## src/pkg/sjh_defs.svh

```systemverilog
`ifndef SJH_DEFS_SVH
`define SJH_DEFS_SVH
// -----------------------------------------------------------------------------
// Register map (byte addresses, one aligned word each)
// -----------------------------------------------------------------------------
`define SJH_ADR_CTRL 4'h0
`define SJH_ADR_STAT 4'h4
`define SJH_ADR_IRQ_STAT 4'h8
`define SJH_ADR_IRQ_MASK 4'hc
`define SJH_ADR_LAYOUT 5'h10
// -----------------------------------------------------------------------------
// Control bits
// -----------------------------------------------------------------------------
`define SJH_CTRL_READY 0
`define SJH_CTRL_EMIT_REQ 1
`define SJH_CTRL_MOVE_REQ 2
`define SJH_CTRL_CONFIRM_CLR 3
// -----------------------------------------------------------------------------
// Interrupt status bits
// -----------------------------------------------------------------------------
`define SJH_IRQ_ESTOP 0
`define SJH_IRQ_LAYOUT 1
`define SJH_IRQ_UNREG 2
`define SJH_IRQ_MOVE_DONE 3
`define SJH_IRQ_W 4
// -----------------------------------------------------------------------------
// Layout number and timing
// -----------------------------------------------------------------------------
`define SJH_LAYOUT_W 10
`define SJH_LAYOUT_ZERO 10'h000
`define SJH_LAYOUT_ONE 10'h001
`define SJH_CLK_HZ 40000000
`define SJH_UNREG_TIMEOUT_MS 1000
`define SJH_UNREG_CYCLES (`SJH_CLK_HZ / 1000 * `SJH_UNREG_TIMEOUT_MS)
`define SJH_TMR_W 26
`endif

```

## src/pkg/sjh_pkg.sv

```systemverilog
package sjh_pkg;
  typedef enum logic [1:0] {
    SJH_MV_IDLE,
    SJH_MV_PERMIT,
    SJH_MV_RELEASE
  } sjh_move_t;
  typedef logic [9:0] sjh_layout_t;
endpackage : sjh_pkg

```

## src/design/sjh_scan_io.sv

```systemverilog
`timescale 1ns/1ps
`include "sjh_defs.svh"
// Summary of operation
// [RULE1] Either emergency-stop input reading open forces laser emission off at once and holds laser_source_off.
// [RULE2] The outside party keeps both emergency-stop inputs closed whenever scanning is driven from a host.
// [RULE3] The layout number is the ten select inputs read as one unsigned binary word, weights 1 to 512.
// [RULE4] Closing the confirmation strobe makes the device capture the word present on the select inputs.
// [RULE5] After taking a valid layout number the device turns its layout-confirmation output on.
// [RULE6] The carriage strobe output turns on when scanning reaches a point where the carriage may move.
// [RULE7] Scanning resumes only after the carriage controller raises its operation-complete acknowledge.
// [RULE8] A captured zero is used as layout one, so the held number always lies in 1 to 1023.
// [RULE9] Capture happens on the rising edge of the strobe, never on its level.
// [RULE10] The strobe counts only while startup-ready is on and laser-emitting is off.
// [RULE11] If no confirmation is given one second after a strobe the unregistered-layout error is raised.
// [RULE12] The carriage strobe drops once the acknowledge is seen, one handshake per move.
module sjh_scan_io #(
  parameter int unsigned UNREG_CYCLES = `SJH_UNREG_CYCLES
) (
  input wire logic MCLK,
  input wire logic SYS_RST,
  input wire logic ESTOP_A_CLOSED,
  input wire logic ESTOP_B_CLOSED,
  input wire sjh_pkg::sjh_layout_t LAYOUT_SELECT_BIT,
  input wire logic CONFIRM_STROBE,
  input wire logic MOVE_DONE_ACK,
  input wire logic LAYOUT_VALID,
  output logic LAYOUT_CONFIRM,
  output logic LASER_SOURCE_OFF,
  output logic LASER_EMIT,
  output logic STARTUP_READY,
  output logic CARRIAGE_STROBE,
  output logic SCAN_HOLD,
  output logic UNREG_ERROR,
  input wire logic WB_CYC_I,
  input wire logic WB_STB_I,
  input wire logic WB_WE_I,
  input wire logic [4:0] WB_ADR_I,
  input wire logic [3:0] WB_SEL_I,
  input wire logic [31:0] WB_DAT_I,
  output logic [31:0] WB_DAT_O,
  output logic WB_ACK_O,
  output logic IRQ
);
  import sjh_pkg::*;

  logic estop_open;
  logic strobe_q;
  logic strobe_rise;
  logic strobe_ok;
  logic capture;
  logic confirm_q;
  logic unreg_q;
  logic waiting_q;
  logic [`SJH_TMR_W-1:0] tmr_q;
  sjh_layout_t layout_q;
  logic ready_q;
  logic emit_req_q;
  logic move_req_q;
  logic laser_q;
  sjh_move_t mv_q;
  logic [`SJH_IRQ_W-1:0] irq_stat_q;
  logic [`SJH_IRQ_W-1:0] irq_mask_q;
  logic [`SJH_IRQ_W-1:0] irq_evt;
  logic ack_q;
  logic [31:0] dat_q;
  logic wb_req;
  logic wb_wr;
  logic ctrl_wr;
  logic clr_confirm;
  logic move_done;
  logic move_start;

  // ---------------------------------------------------------------------------
  // Emergency stop
  // ---------------------------------------------------------------------------
  // Either contact open is enough; combinational so emission drops in the same cycle
  assign estop_open = !ESTOP_A_CLOSED || !ESTOP_B_CLOSED; // RULE1 RULE2

  always_ff @(posedge MCLK) begin
    if (SYS_RST) begin
      laser_q <= 1'b0;
    end else begin
      laser_q <= emit_req_q && !estop_open && mv_q == SJH_MV_IDLE;
    end
  end

  assign LASER_EMIT = laser_q && !estop_open; // RULE1 RULE7
  assign LASER_SOURCE_OFF = estop_open; // RULE1
  assign STARTUP_READY = ready_q;

  // ---------------------------------------------------------------------------
  // Layout number capture
  // ---------------------------------------------------------------------------
  assign strobe_rise = CONFIRM_STROBE && !strobe_q; // RULE9
  assign strobe_ok = ready_q && !LASER_EMIT; // RULE10
  assign capture = strobe_rise && strobe_ok; // RULE4 RULE10

  always_ff @(posedge MCLK) begin
    if (SYS_RST) begin
      strobe_q <= 1'b0;
    end else begin
      strobe_q <= CONFIRM_STROBE;
    end
  end

  always_ff @(posedge MCLK) begin
    if (SYS_RST) begin
      layout_q <= `SJH_LAYOUT_ONE;
    end else if (capture) begin
      // Zero is not a layout; fold it onto the first one
      layout_q <= (LAYOUT_SELECT_BIT == `SJH_LAYOUT_ZERO) ? `SJH_LAYOUT_ONE : LAYOUT_SELECT_BIT; // RULE3 RULE8
    end
  end

  // Confirmation waits for the layout store to accept the number
  always_ff @(posedge MCLK) begin
    if (SYS_RST) begin
      waiting_q <= 1'b0;
      tmr_q <= '0;
      confirm_q <= 1'b0;
      unreg_q <= 1'b0;
    end else if (capture) begin
      waiting_q <= 1'b1;
      tmr_q <= '0;
      confirm_q <= 1'b0;
      unreg_q <= 1'b0;
    end else if (waiting_q && LAYOUT_VALID) begin
      waiting_q <= 1'b0;
      confirm_q <= 1'b1; // RULE5
    end else if (waiting_q) begin
      if (tmr_q == `SJH_TMR_W'(UNREG_CYCLES - 1)) begin
        waiting_q <= 1'b0;
        unreg_q <= 1'b1; // RULE11
      end else begin
        tmr_q <= tmr_q + 1'b1;
      end
    end else if (clr_confirm) begin
      confirm_q <= 1'b0;
      unreg_q <= 1'b0;
    end
  end

  assign LAYOUT_CONFIRM = confirm_q;
  assign UNREG_ERROR = unreg_q;

  // ---------------------------------------------------------------------------
  // Carriage handshake
  // ---------------------------------------------------------------------------
  assign move_start = mv_q == SJH_MV_IDLE && move_req_q;
  assign move_done = mv_q == SJH_MV_PERMIT && MOVE_DONE_ACK;

  always_ff @(posedge MCLK) begin
    if (SYS_RST) begin
      mv_q <= SJH_MV_IDLE;
    end else begin
      case (mv_q)
        SJH_MV_IDLE: begin
          if (move_req_q) begin
            mv_q <= SJH_MV_PERMIT; // RULE6
          end
        end
        SJH_MV_PERMIT: begin
          if (MOVE_DONE_ACK) begin
            mv_q <= SJH_MV_RELEASE; // RULE7 RULE12
          end
        end
        SJH_MV_RELEASE: begin
          // A held acknowledge must not start the next move early
          if (!MOVE_DONE_ACK) begin
            mv_q <= SJH_MV_IDLE;
          end
        end
        default: begin
          mv_q <= SJH_MV_IDLE;
        end
      endcase
    end
  end

  assign CARRIAGE_STROBE = mv_q == SJH_MV_PERMIT; // RULE6 RULE12
  assign SCAN_HOLD = mv_q != SJH_MV_IDLE; // RULE7

  // ---------------------------------------------------------------------------
  // Wishbone slave, answers one cycle after the request
  // ---------------------------------------------------------------------------
  assign wb_req = WB_CYC_I && WB_STB_I && !ack_q;
  assign wb_wr = wb_req && WB_WE_I && WB_SEL_I[0];
  assign ctrl_wr = wb_wr && WB_ADR_I == 5'(`SJH_ADR_CTRL);
  assign clr_confirm = ctrl_wr && WB_DAT_I[`SJH_CTRL_CONFIRM_CLR];

  always_ff @(posedge MCLK) begin
    if (SYS_RST) begin
      ready_q <= 1'b0;
      emit_req_q <= 1'b0;
      move_req_q <= 1'b0;
    end else begin
      if (ctrl_wr) begin
        ready_q <= WB_DAT_I[`SJH_CTRL_READY];
        emit_req_q <= WB_DAT_I[`SJH_CTRL_EMIT_REQ];
      end
      // Move request is a self-clearing pulse
      move_req_q <= ctrl_wr && WB_DAT_I[`SJH_CTRL_MOVE_REQ];
    end
  end

  always_ff @(posedge MCLK) begin
    if (SYS_RST) begin
      irq_mask_q <= '0;
    end else if (wb_wr && WB_ADR_I == 5'(`SJH_ADR_IRQ_MASK)) begin
      irq_mask_q <= WB_DAT_I[`SJH_IRQ_W-1:0];
    end
  end

  assign irq_evt[`SJH_IRQ_ESTOP] = estop_open;
  assign irq_evt[`SJH_IRQ_LAYOUT] = waiting_q && LAYOUT_VALID && !capture;
  assign irq_evt[`SJH_IRQ_UNREG] = waiting_q && !LAYOUT_VALID && !capture && tmr_q == `SJH_TMR_W'(UNREG_CYCLES - 1);
  assign irq_evt[`SJH_IRQ_MOVE_DONE] = move_done;

  // Set wins over a write-one-to-clear in the same cycle
  always_ff @(posedge MCLK) begin
    if (SYS_RST) begin
      irq_stat_q <= '0;
    end else if (wb_wr && WB_ADR_I == 5'(`SJH_ADR_IRQ_STAT)) begin
      irq_stat_q <= (irq_stat_q & ~WB_DAT_I[`SJH_IRQ_W-1:0]) | irq_evt;
    end else begin
      irq_stat_q <= irq_stat_q | irq_evt;
    end
  end

  assign IRQ = |(irq_stat_q & irq_mask_q);

  always_ff @(posedge MCLK) begin
    if (SYS_RST) begin
      ack_q <= 1'b0;
      dat_q <= '0;
    end else begin
      ack_q <= wb_req;
      dat_q <= '0;
      if (wb_req && !WB_WE_I) begin
        case (WB_ADR_I)
          5'(`SJH_ADR_CTRL): dat_q <= {29'h0, 1'b0, emit_req_q, ready_q};
          5'(`SJH_ADR_STAT): dat_q <= {24'h0, move_start, SCAN_HOLD, CARRIAGE_STROBE, unreg_q,
                                      confirm_q, waiting_q, LASER_EMIT, estop_open};
          5'(`SJH_ADR_IRQ_STAT): dat_q <= {28'h0, irq_stat_q};
          5'(`SJH_ADR_IRQ_MASK): dat_q <= {28'h0, irq_mask_q};
          `SJH_ADR_LAYOUT: dat_q <= {22'h0, layout_q};
          default: dat_q <= '0;
        endcase
      end
    end
  end

  assign WB_ACK_O = ack_q;
  assign WB_DAT_O = dat_q;
endmodule : sjh_scan_io

```

## config.mk

```make
export PLATFORM = sky130hd
export DESIGN_NAME = sjh_scan_io
export DESIGN_NICKNAME = d
export VERILOG_FILES = /design/src/pkg/sjh_pkg.sv /design/src/design/sjh_scan_io.sv
export VERILOG_INCLUDE_DIRS = /design/src /design/src/pkg
export SDC_FILE = /design/constraint.sdc
export NUM_CORES = 1
export LEC_CHECK = 0
export BUFFER_PORTS_ARGS = -buffer_cell sky130_fd_sc_hd__clkbuf_2
export CORE_UTILIZATION = 45
export CTS_CLUSTER_SIZE = 16
export DETAILED_ROUTE_END_ITERATION = 8
export GPL_TIMING_DRIVEN = 0
export PLACE_DENSITY = 0.72
export REMOVE_ABC_BUFFERS = 1
export SLEW_MARGIN = 15
export SYNTH_ARGS = -nofsm -noshare
export SYNTH_HDL_FRONTEND = slang
export SYNTH_SLANG_ARGS = --single-unit
```

## constraint.sdc

```tcl
create_clock -name MCLK -period 2.6 [get_ports MCLK]
set_clock_uncertainty 0.15 [all_clocks]
set_input_delay 0.13 -clock MCLK [delete_from_list [all_inputs] [get_ports MCLK]]
set_output_delay 0.13 -clock MCLK [all_outputs]
set_load 0.005 [all_outputs]
```

* After elaboration in Yosys (flattened, before gate mapping)
Cells that the tools add are included.
Word-level totals: output and inout port bits 41, register bits after elaboration 87, input port bits 61, word-level logic and storage cells 98
Operators by class: add/subtract/negate cells 1, bitwise operators 8, equal/unequal tests 12, muxes and demuxes 16, reductions and logical operators 46
Operators by type and width (number):
- $pmux W10 S5 | 1
- $add A26 B1 Y26 const B | 1
- $eq A26 B26 Y1 const B | 1
- $logic_and A1 B1 Y1 | 23
- $eq A5 B4 Y1 const B | 2
- $logic_not A10 Y1 | 1
- $mux W10 | 1
- $logic_not A1 Y1 | 9
- $mux W1 | 9
- $reduce_and A3 Y1 | 3
- $and A4 B4 Y4 | 2
- $or A4 B4 Y4 | 2
- $mux W2 | 3
- $ne A2 B2 Y1 const B | 3
- $pmux W2 S3 | 1
- $reduce_bool A2 Y1 | 3
- $eq A5 B3 Y1 const B | 1
- $eq A5 B5 Y1 const B | 1
- $logic_not A5 Y1 | 1
- $mux W4 | 1
- $ne A2 B1 Y1 const B | 2
- $not A4 Y4 | 1
- $reduce_or A2 Y1 | 2
- $reduce_or A4 Y1 | 1
- other kinds (6) | 8

* Depth between registers and ports, before layout
Gate-level depths: netlist of the first run.
depth after elaboration 12, mapped depth 8, gate-level depth less buffers 6

* Worst setup path after synthesis of the first run
OpenSTA, ideal clock, no wires.
path type register to register, from reg tmr_q[0], to reg tmr_q[18], setup slack 276 ps, setup time 70 ps, cell stages (with the launch flop) 8, data arrival time 2104 ps, cell sequence dfxtp_1 ha_1 nand3_2 or4_4 buf_6 or3_1 or3_1 a21oi_1
On the way: longest elaborated chain between the ends 3, elaborated cells between the ends (all ways) 4, those cells by class add/sub: 1; eq/ne: 1; bitwise: 1; reduce/logical: 1
RTL lines:
- start, declared | RTL line sjh_scan_io.sv:54 | logic [`SJH_TMR_W-1:0] tmr_q;
- start signal, assigned | RTL line sjh_scan_io.sv:135 | tmr_q <= tmr_q + 1'b1;
- parallel branches: the longest is 3 deep, another holds $add A26 B1 Y26
Parallel ways; which one is timed is not known. A chain may end at the register's enable or synchronous reset.

* Final worst setup path of the first run
Ends and elaborated chain as after synthesis.

==> impl_metrics.yaml, run 1 <==
run_status:
  status: "finished with violations"
  violations: "DRC"
cells_and_area:
  syn_to_final_growth_pct: 21.11
  finalNonFillerCells: 509
  mostFrequentLayoutCells: "dfxtp_1, clkbuf_2, nand2_1, nor2_1, a21oi_1"
  antenna_cells: 0
  fill_cells: 583
  layout_commonest_cell: "dfxtp_1"
  final_layout_size_suffix_gt1_share_pct: 16.20
  final_nets: 489
synthesis:
  synth_area_per_cell_sq_um: 8.422
  synth_xor_area_share_pct: 3.169
  synth_compound_area_share_pct: 14.24
  yosys.area_share.simple_pct: 28.93
  yosys_register_bits: 65
  synthAdderAreaFrac_pct: 0.4115
  syn_area_sq_um: 3040
  netlist_instances: 361
  yosys_warnings: 0
  yosysUniqueCellTypes: 46
  synthMuxAreaShare_pct: 2.634
  synth_top_family_by_area: "simple AND/OR/NAND/NOR gates"
  seq_area_frac_synth_pct: 42.80
sta:
  slew_headroom_pct: 33.50
  max_freq_ghz: 0.4069
  finalSetupTns_ns: 0
  setup_viol: 0
  hold_viol: 0
  fin_ws_ns: 0.1422
  tightest_slew_ns: 0.9899
  grt_setup_unrepaired: "no"
  fin_crit_ns: 2.458
  finalMaxSlewViolations: 0
  finalCritPeriodShare_pct: 94.53
power:
  cellPowerDensity_nw_per_um2: 557.8
  internal_power_mw: 1.590
  pwr-share-comb_pct: 4.8
  clockPowerShare_pct: 46.5
  fin_total_pwr_mw: 2.054
  cellLeakagePower_nw: 1.379
  p_switching_uw: 463.9
  ir_worst_vdd_mv: 0.2546
  pwr-share-seq_pct: 48.6
  switching_share_pct: 22.59
placed_design:
  hpwl_mm: 5.129
  dpl.cell_count: 472
  gp_congestion: 0.9214
  dp_slack_ns: -0.1910
  io_buffers: 48
route:
  vias_per_cell: 5.513
  num_vias: 2806
  ant_nets: 0
  wl_per_cell_um: 14.67
  totalWireLength_mm: 7.467
  drtIter0Drc: 175
  dr.pass1.iters: 9
  drc: 14
global_routing:
  grt_max_degree: 30
  grtUsageTotal_pct: 22.06
  grt_overflow: 0
  grt_pass1_vias: 2658
  grt_pass1_wl_mm: 12.53
  grt_antenna_before_repair: 0
cts:
  clk_pin_slew_worst_paths_ns: 0.07
  clk_latency_ns: 0.34
  cts_tree: "built"
  htree_levels: 3
  post_cts_buffers: 0
  root_buffer: "clkbuf_8"
  cts_buffer_depth: 2
  cts_buffers: 9
  clock-sinks: 65
floorplan:
  die_h_um: 84.20
  fp.coreArea_sq_um: 6422
  die_area_sq_um: 7089
  pin_count: 102
  start_util_pct: 47.34
  std_cell_rows: 29
  die_width_um: 84.20
worst_setup_path:
  crit_path_start_kind: "flip-flop"
  cp.arrival_ns: 2.57
  critPathMaxFanout: 7
  cp.required_ns: 2.71
  crit_type: "flip-flop to flip-flop"
  endpoint_kind: "flip-flop"
flow_run:
  cap_violations: 0
hold_path:
  hold_path_class: "input port to flip-flop"
-- power groups by stage --
stage	clock [mW]	sequential, mW	combinational (mW)
finish	0.955	0.999	0.0996
global route	1.03	0.999	0.108
CTS	0.979	0.999	0.0967
detailed placement	0	1.02	0.0717
global placement	0	1.02	0.0712
floorplan	0	1.02	0.0263
-- logic make-up (layout without fill, tap and decap cells) --
group	count (synthesis)	after routing
buffers and inverters	38	88
DFF	65	65
xor gates and xnor gates	11	11
muxes	8	8
other	1	22
and+or+nand+nor	168	168
adders and majority gates	1	1
AOI/OAI and AO/OA	69	69
-- worst paths after layout --
| check | from | endpoint | slack, ns | cells after the start |
|---|---|---|---|---|
| worst max register to register | tmr_q[0] | tmr_q[18] | 0.14 | 6 |
| worst min-delay path | WB_WE_I | WB_DAT_O[8] | 0.03 | 3 |
| worst max-delay path | tmr_q[0] | tmr_q[18] | 0.14 | 6 |
| worst min register to register | layout_q[9] | layout_q[9] | 0.30 | 2 |
-- per-stage QoR --
stage	utilization, %	hold WS [ns]	area, sq um
2_1_floorplan	-	0.04907	2897
3_3_place_gp	50.34	0.2114	3233
3_5_place_dp	50.34	0.2178	3233
4_1_cts	57.18	0.005379	3672
5_1_grt	57.33	0.03820	3682
6_report	57.33	0.03010	3682
-- critical path, cell delays in order (launching register included) --
cell     delay (ns)
dfxtp_1        0.40
ha_1           0.23
nand3_2        0.13
or4_4          0.60
or3_1          0.41
or3_1          0.32
a21oi_1        0.14
-- final cells by class --
cell class	count	area, sq um	share of cell area (%)
Clock buffer	9	123.9	3.364
Clock inverter	7	101.3	2.752
Inverter	3	11.26	0.3058
Multi-Input combinational cell	279	1598	43.39
Sequential cell	65	1301	35.34
Tap cell	77	96.34	2.616
Timing Repair Buffer	69	450.4	12.23
-- sequential cells by signal, indices dropped and copies added (netlist names) --
name / count
irq_mask_q: 4
STARTUP_READY: 1
move_req_q: 1
mv_q: 2
waiting_q: 1
emit_req_q: 1
laser_q: 1
UNREG_ERROR: 1
tmr_q: 26
layout_q: 10
LAYOUT_CONFIRM: 1
WB_DAT_O: 10
irq_stat_q: 4
WB_ACK_O: 1
strobe_q: 1
-- Yosys cell counts, drive strengths merged --
library cell / instances / area (sq um)
clkbuf: 11 / 41.29
o21ai: 17 / 85.08
nand3b: 2 / 15.01
mux2i: 8 / 80.08
nand2: 45 / 168.9
a222oi: 2 / 20.02
nor4: 12 / 75.07
and3: 6 / 37.54
a22o: 1 / 8.760
nor3: 7 / 35.03
a221oi: 2 / 17.52
nand3: 11 / 60.06
o211ai: 8 / 60.06
nor2b: 3 / 18.77
a21oi: 24 / 120.1
nor4b: 2 / 17.52
xnor2: 5 / 43.79
o31a: 2 / 17.52
nand4: 11 / 68.82
a22oi: 6 / 45.04
nor2: 35 / 131.4
o41ai: 1 / 8.760
inv: 3 / 11.26
and3b: 1 / 8.760
and2: 2 / 12.51
ha: 1 / 12.51
and4: 5 / 43.79
nor3b: 3 / 22.52
or4b: 1 / 10.01
conb: 1 / 3.750
a32oi: 2 / 17.52
nand2b: 2 / 12.51
o21a: 2 / 15.01
xor2: 6 / 52.55
a2111oi: 1 / 8.760
dfxtp: 65 / 1301
or4: 10 / 78.82
o22a: 1 / 8.760
buf: 24 / 181.4
or3: 10 / 62.56
-- what timing repair did --
item | 4_1_cts | 5_1_grt
gates cloned | 0 | 0
pin swaps | 0 | 0
gates resized for setup | 1 | 2
hold buffers | 21 | 0
hold endpoints to repair | 27 | 0
endpoints found under the setup margin | 9 | 10
-- layer usage --
layer,GRT usage (%),wire [um],share of wire [%],vias up
met5,0,0,0,-
met4,8.934,79,1.1,0
met3,4.130,401,5.4,8
met2,35.54,3542,47,85
met1,29.22,3444,46,1305
li1,-,-,-,1408
No activity file was read; power rests on OpenSTA's default activity.
==> run 2, diff against run 1 <==
- PLACE_DENSITY: 0.72 -> 0.74
- REMOVE_ABC_BUFFERS: 1 -> default
==> run 2 against run 1 <==
  * The run still ends with DRC left
  * Die area is the same
  * Global-route usage grew 0.64 points
  * Utilization grew 3.3 points
  * Sequential share of layout area shrank 1.9 points
  * Design area grew 5.8%
  * Via count grew 7.4%
  * Critical path depth grew 1
  * Critical path type unchanged
  * Largest power group unchanged
  * Highest routed layer unchanged
==> impl_metrics.yaml, run 2 (synthesized netlist as in run 1, its figures left out) <==
run_status:
  status: "finished with violations"
  violations: "DRC"
power:
  clockPowerShare_pct: 45.6
  switching_share_pct: 22.63
  p_switching_uw: 469.1
  pwr-share-comb_pct: 6.2
  ir_worst_vdd_mv: 0.3297
  cellLeakagePower_nw: 1.526
  internal_power_mw: 1.604
  pwr-share-seq_pct: 48.2
  cellPowerDensity_nw_per_um2: 532.2
hold_path:
  hold_path_class: "input port to flip-flop"
  hp-start: "WB_WE_I"
route:
  vias_per_cell: 5.542
  num_vias: 3015
  drtIter0Drc: 237
  dr.pass1.iters: 7
  totalWireLength_mm: 7.887
  drc: 10
  ant_nets: 0
  wl_per_cell_um: 14.50
sta:
  hold_viol: 0
  finalMaxSlewViolations: 0
  slew_headroom_pct: 46.76
  grt_setup_unrepaired: "no"
  max_freq_ghz: 0.3994
  fin_crit_ns: 2.504
  finalSetupTns_ns: 0
  finalCritPeriodShare_pct: 96.29
  setup_viol: 0
  tightest_slew_ns: 0.7957
floorplan:
  std_cell_rows: 29
  die_h_um: 84.20
  die_area_sq_um: 7089
  die_width_um: 84.20
  pin_count: 102
  fp.coreArea_sq_um: 6422
  start_util_pct: 47.34
cells_and_area:
  postLayoutCoreUtil_pct: 60.65
  regMostFlops: "tmr_q"
  stdcell_area_sq_um: 3895
  final_nets: 524
  mostFrequentLayoutCells: "dfxtp_1, clkbuf_2, nand2_1, nor2_1, a21oi_1"
  antenna_cells: 0
  fill_cells: 575
  syn_to_final_growth_pct: 28.11
  final_layout_size_suffix_gt1_share_pct: 20.34
  layout_commonest_cell: "dfxtp_1"
  largest_reg_flops: 26
cts:
  post_cts_buffers: 0
  root_buffer: "clkbuf_8"
  cts_tree: "built"
  clk_pin_slew_worst_paths_ns: 0.07
  clk_latency_ns: 0.35
  htree_levels: 3
  clock-sinks: 65
  cts_buffers: 9
  cts_buffer_depth: 2
placed_design:
  io_buffers: 48
  gp_congestion: 0.9032
  hpwl_mm: 5.544
  placed_area_sq_um: 3456
worst_setup_path:
  critPathLaunch: "tmr_q[1]"
  cp.arrival_ns: 2.63
  r2r_start: "tmr_q[1]"
  crit_path_start_kind: "flip-flop"
  critPathMaxFanout: 7
  cp.required_ns: 2.73
  crit_type: "flip-flop to flip-flop"
  endpoint_kind: "flip-flop"
global_routing:
  grt_overflow: 0
  grt_max_degree: 13
  grtUsageTotal_pct: 22.70
  grt_pass1_wl_mm: 12.70
  grt_pass1_vias: 2617
  grt_antenna_before_repair: 0
flow_run:
  cap_violations: 0
==> run 2: cell count changes in the layout (fill, tap and decap cells not counted), moves of 2 or more <==
cell / before / now
inv_6: 2 / 0
clkinv_2: 0 / 2
clkbuf_1: 0 / 11
buf_4: 0 / 22
==> run 2: repair_timing <==
| action | CTS | global route |
|---|---|---|
| gates resized for setup | 0 | 3 |
| hold buffers | 21 | 0 |
| setup endpoints to repair | 0 | 14 |
| hold endpoints to repair | 27 | 0 |
==> run 2: stage by stage <==
step / setup slack (ns) / hold slack, ns / power [mW] / std cells
detailed placement: 0.04198 / 0.2215 / 1.122 / 507
finish: 0.09634 / 0.03922 / 2.073 / 544
floorplan: 0.2758 / 0.09651 / 1.079 / 382
global route: 0.01155 / 0.04397 / 2.143 / 544
global placement: 0.06732 / 0.2146 / 1.122 / 507
CTS: 0.003647 / 0.01852 / 2.084 / 544
==> run 2: path summary, 6_finish.rpt <==
check,endpoint,slack [ns],cells after the start
worst max register to register,tmr_q[18],0.1,7
worst min-delay path,WB_DAT_O[8],0.04,3
worst max-delay path,tmr_q[18],0.1,7
worst min register to register,layout_q[9],0.30,2
==> run 2: routing by layer <==
layer / global-route usage [%] / part of all wire [%] / vias to the layer above
met3: 5.211 / 7.1 / 17
met1: 30.44 / 46 / 1387
met5: 0 / 0 / -
met4: 8.150 / 1.8 / 0
li1: - / - / 1481
met2: 35.92 / 45 / 130
==> run 2: power by group through the flow <==
stage          Sequential, mW  Clock (mW)  Combinational [mW]
2_1_floorplan            1.02           0              0.0570
3_3_place_gp             1.02           0               0.100
3_5_place_dp             1.02           0               0.100
4_1_cts                 0.999       0.960               0.126
5_1_grt                  1.00        1.00               0.139
6_report                 1.00       0.945               0.128
==> run 2: final cells by class <==
class,count,area [sq um],share of cell area [%]
Clock buffer,9,123.9,3.180
Inverter,3,11.26,0.2891
Buffer,35,222.7,5.718
Tap cell,77,96.34,2.473
Timing Repair Buffer,69,450.4,11.56
Clock inverter,7,95.09,2.441
Multi-Input combinational cell,279,1593,40.89
Sequential cell,65,1303,33.44
==> run 2: critical path, cell delays in order, from the launching register on <==
cell,delay [ns]
dfxtp_1,0.40
ha_1,0.24
nand3_2,0.14
or4_4,0.54
buf_6,0.15
or3_1,0.38
or3_1,0.31
a21oi_1,0.13
==> run 3, diff against run 2 <==
- ABC_AREA: default -> 1
- PLACE_DENSITY: 0.74 -> 0.72
==> run 3 against run 2 <==
  * The run now ends clean
  * Cell count grew 31%
  * Worst hold slack better by 0.0020 ns
  * Non-clock buffer count is 3 lower
  * Highest routed layer unchanged
==> impl_metrics.yaml, run 3 <==
run_status:
  status: "finished clean"
floorplan:
  die_area_sq_um: 8096
  pin_count: 102
  start_util_pct: 47.27
  die_h_um: 89.98
  std_cell_rows: 31
  fp.coreArea_sq_um: 7370
  die_width_um: 89.98
flow_run:
  cap_violations: 0
synthesis:
  seq_area_frac_synth_pct: 37.36
  yosys_register_bits: 65
  yosysMostFrequentCell: "nand2_1"
  synth_area_per_cell_sq_um: 6.911
  synth_xor_area_share_pct: 3.772
  async_reset_ff_share_pct: 0
  synthDominantCellAreaShare_pct: 37.36
  synthTopCellsByArea: "dfxtp_1, nand2_1, nor2_1, inv_1, buf_4"
  synth_ff_type: "dfxtp_1"
  synth_edf_count: 0
  yosys.area.top_type: "dfxtp_1"
  yosys_warnings: 0
  yosysUniqueCellTypes: 32
  synthAdderAreaFrac_pct: 0.3592
  netlist_instances: 504
  syn_area_sq_um: 3483
  synth_common_cells: "nand2_1, nor2_1, dfxtp_1, inv_1, o21ai_0"
  yosys.area_share.simple_pct: 32.76
  synth_top_family_by_area: "simple AND/OR/NAND/NOR gates"
  synthMuxAreaShare_pct: 0
  synth_compound_area_share_pct: 12.28
cts:
  post_cts_buffers: 0
  clock-sinks: 65
  cts_buffers: 9
  post_cts_resized: 0
  htree_levels: 3
  cts_hold_buf: 23
  root_buffer: "clkbuf_8"
  cts_tree: "built"
  cts_buffer_depth: 2
  clk_pin_slew_worst_paths_ns: 0.08
  clk_latency_ns: 0.34
sta:
  fin_crit_ns: 2.050
  finalCritPeriodShare_pct: 78.84
  max_freq_ghz: 0.4878
  hold_viol: 0
  slew_headroom_pct: 56.27
  tightest_slew_ns: 0.6560
  fin_ws_ns: 0.5500
  finalSetupTns_ns: 0
  setup_viol: 0
  grt_setup_unrepaired: "no"
  finalMaxSlewViolations: 0
placed_design:
  hpwl_mm: 6.167
  placed_area_sq_um: 3926
  io_buffers: 48
  dp_slack_ns: 0.5711
  gp_congestion: 0.9612
cells_and_area:
  largest_reg_flops: 26
  regMostFlops: "tmr_q"
  layout_commonest_cell: "nand2_1"
  stdcell_area_sq_um: 4358
  final_layout_size_suffix_gt1_share_pct: 20.59
  syn_to_final_growth_pct: 25.11
  final_nets: 669
  ff_latch_area_sq_um: 1301
  mostFrequentLayoutCells: "nand2_1, nor2_1, dfxtp_1, inv_1, clkbuf_2"
  antenna_cells: 0
  fill_cells: 666
  multi_input_area_sq_um: 1795
worst_setup_path:
  crit_type: "flip-flop to flip-flop"
  critPathMaxFanout: 10
  crit_path_start_kind: "flip-flop"
  endpoint_kind: "flip-flop"
  cp.arrival_ns: 2.11
  reg2reg_slack_ns: 0.55
  cp.required_ns: 2.66
power:
  cellLeakagePower_nw: 1.821
  ir_worst_vdd_mv: 0.2605
  cellPowerDensity_nw_per_um2: 461.7
  fin_total_pwr_mw: 2.012
route:
  dr.pass1.iters: 5
  drtIter0Drc: 209
  vias_per_cell: 4.826
  num_vias: 3431
  drc: 0
  totalWireLength_mm: 8.487
  wl_per_cell_um: 11.94
  ant_nets: 0
global_routing:
  grt_pass1_wl_mm: 14.01
  grt_overflow: 0
  grtUsageTotal_pct: 21.36
  grt_antenna_before_repair: 0
  grt_max_degree: 14
  grt_pass1_vias: 2994
hold_path:
  hold_path_class: "input port to flip-flop"
==> run 3: cell count changes in the layout (fill, tap and decap cells not counted), moves of 10 or more <==
cell     previous run  this run
nand2_1            45       116
or3_1              10         0
o21ai_0            13        27
nor2_1             35        69
inv_1               2        61
a21oi_2             0        14
nand3_1            10        26
nand2_2             0        10
==> run 3: metrics by stage <==
step	hold WS, ns	cells	utilization (%)
after global placement	0.1935	672	53.28
after floorplan	0.06847	525	-
after CTS	0.02490	711	59.13
after detailed placement	0.1971	672	53.28
after global routing	0.04243	711	59.13
final	0.04121	711	59.13
==> run 3: report_power, final <==
group          switching, mW  internal (mW)  leakage (nW)
Sequential           0.00121          0.997         0.524
Clock                  0.430          0.451         0.100
Combinational         0.0649         0.0674          1.20
==> run 3: path summary, 6_finish.rpt <==
path | start | end | cells after the start
max | tmr_q[0] | tmr_q[23] | 11
min | ESTOP_A_CLOSED | irq_stat_q[0] | 4
max reg2reg | tmr_q[0] | tmr_q[23] | 11
min reg2reg | layout_q[8] | WB_DAT_O[8] | 2
==> run 3: logic make-up (layout without fill, tap and decap cells) <==
kind of cell	after synthesis	after routing
XOR/XNOR	15	15
flip-flops	65	65
other	1	22
AND/OR/NAND/NOR	257	257
adder cells (fa/ha/maj)	1	1
AO/OA/AOI/OAI	72	72
buffers and inverters	93	180
==> run 3: per-layer routing <==
metal	track usage, %	up-vias	wire length (um)
li1	-	1773	-
met1	28.92	1540	4042
met2	34.23	103	3821
met3	3.892	15	476
met4	7.258	0	147
met5	0	-	0
==> run 3: cell type report <==
class	count	share of cell area [%]
multi-input cells	367	41.20
flip-flops and latches	65	29.86
repair buffers	71	10.80
inverters	63	5.426
plain buffers	30	5.254
clock buffers	9	2.842
well taps	99	2.842
clock inverters	7	1.780
==> run 3: worst max-delay path, cell delays in order (launching register included) <==
cell     delay, ns
dfxtp_1       0.39
ha_1          0.25
inv_1         0.09
nor2_4        0.20
nand2_4       0.11
nor2_4        0.15
nand2_4       0.11
nand2_8       0.12
inv_2         0.06
buf_6         0.14
nand2_1       0.09
a21oi_2       0.05
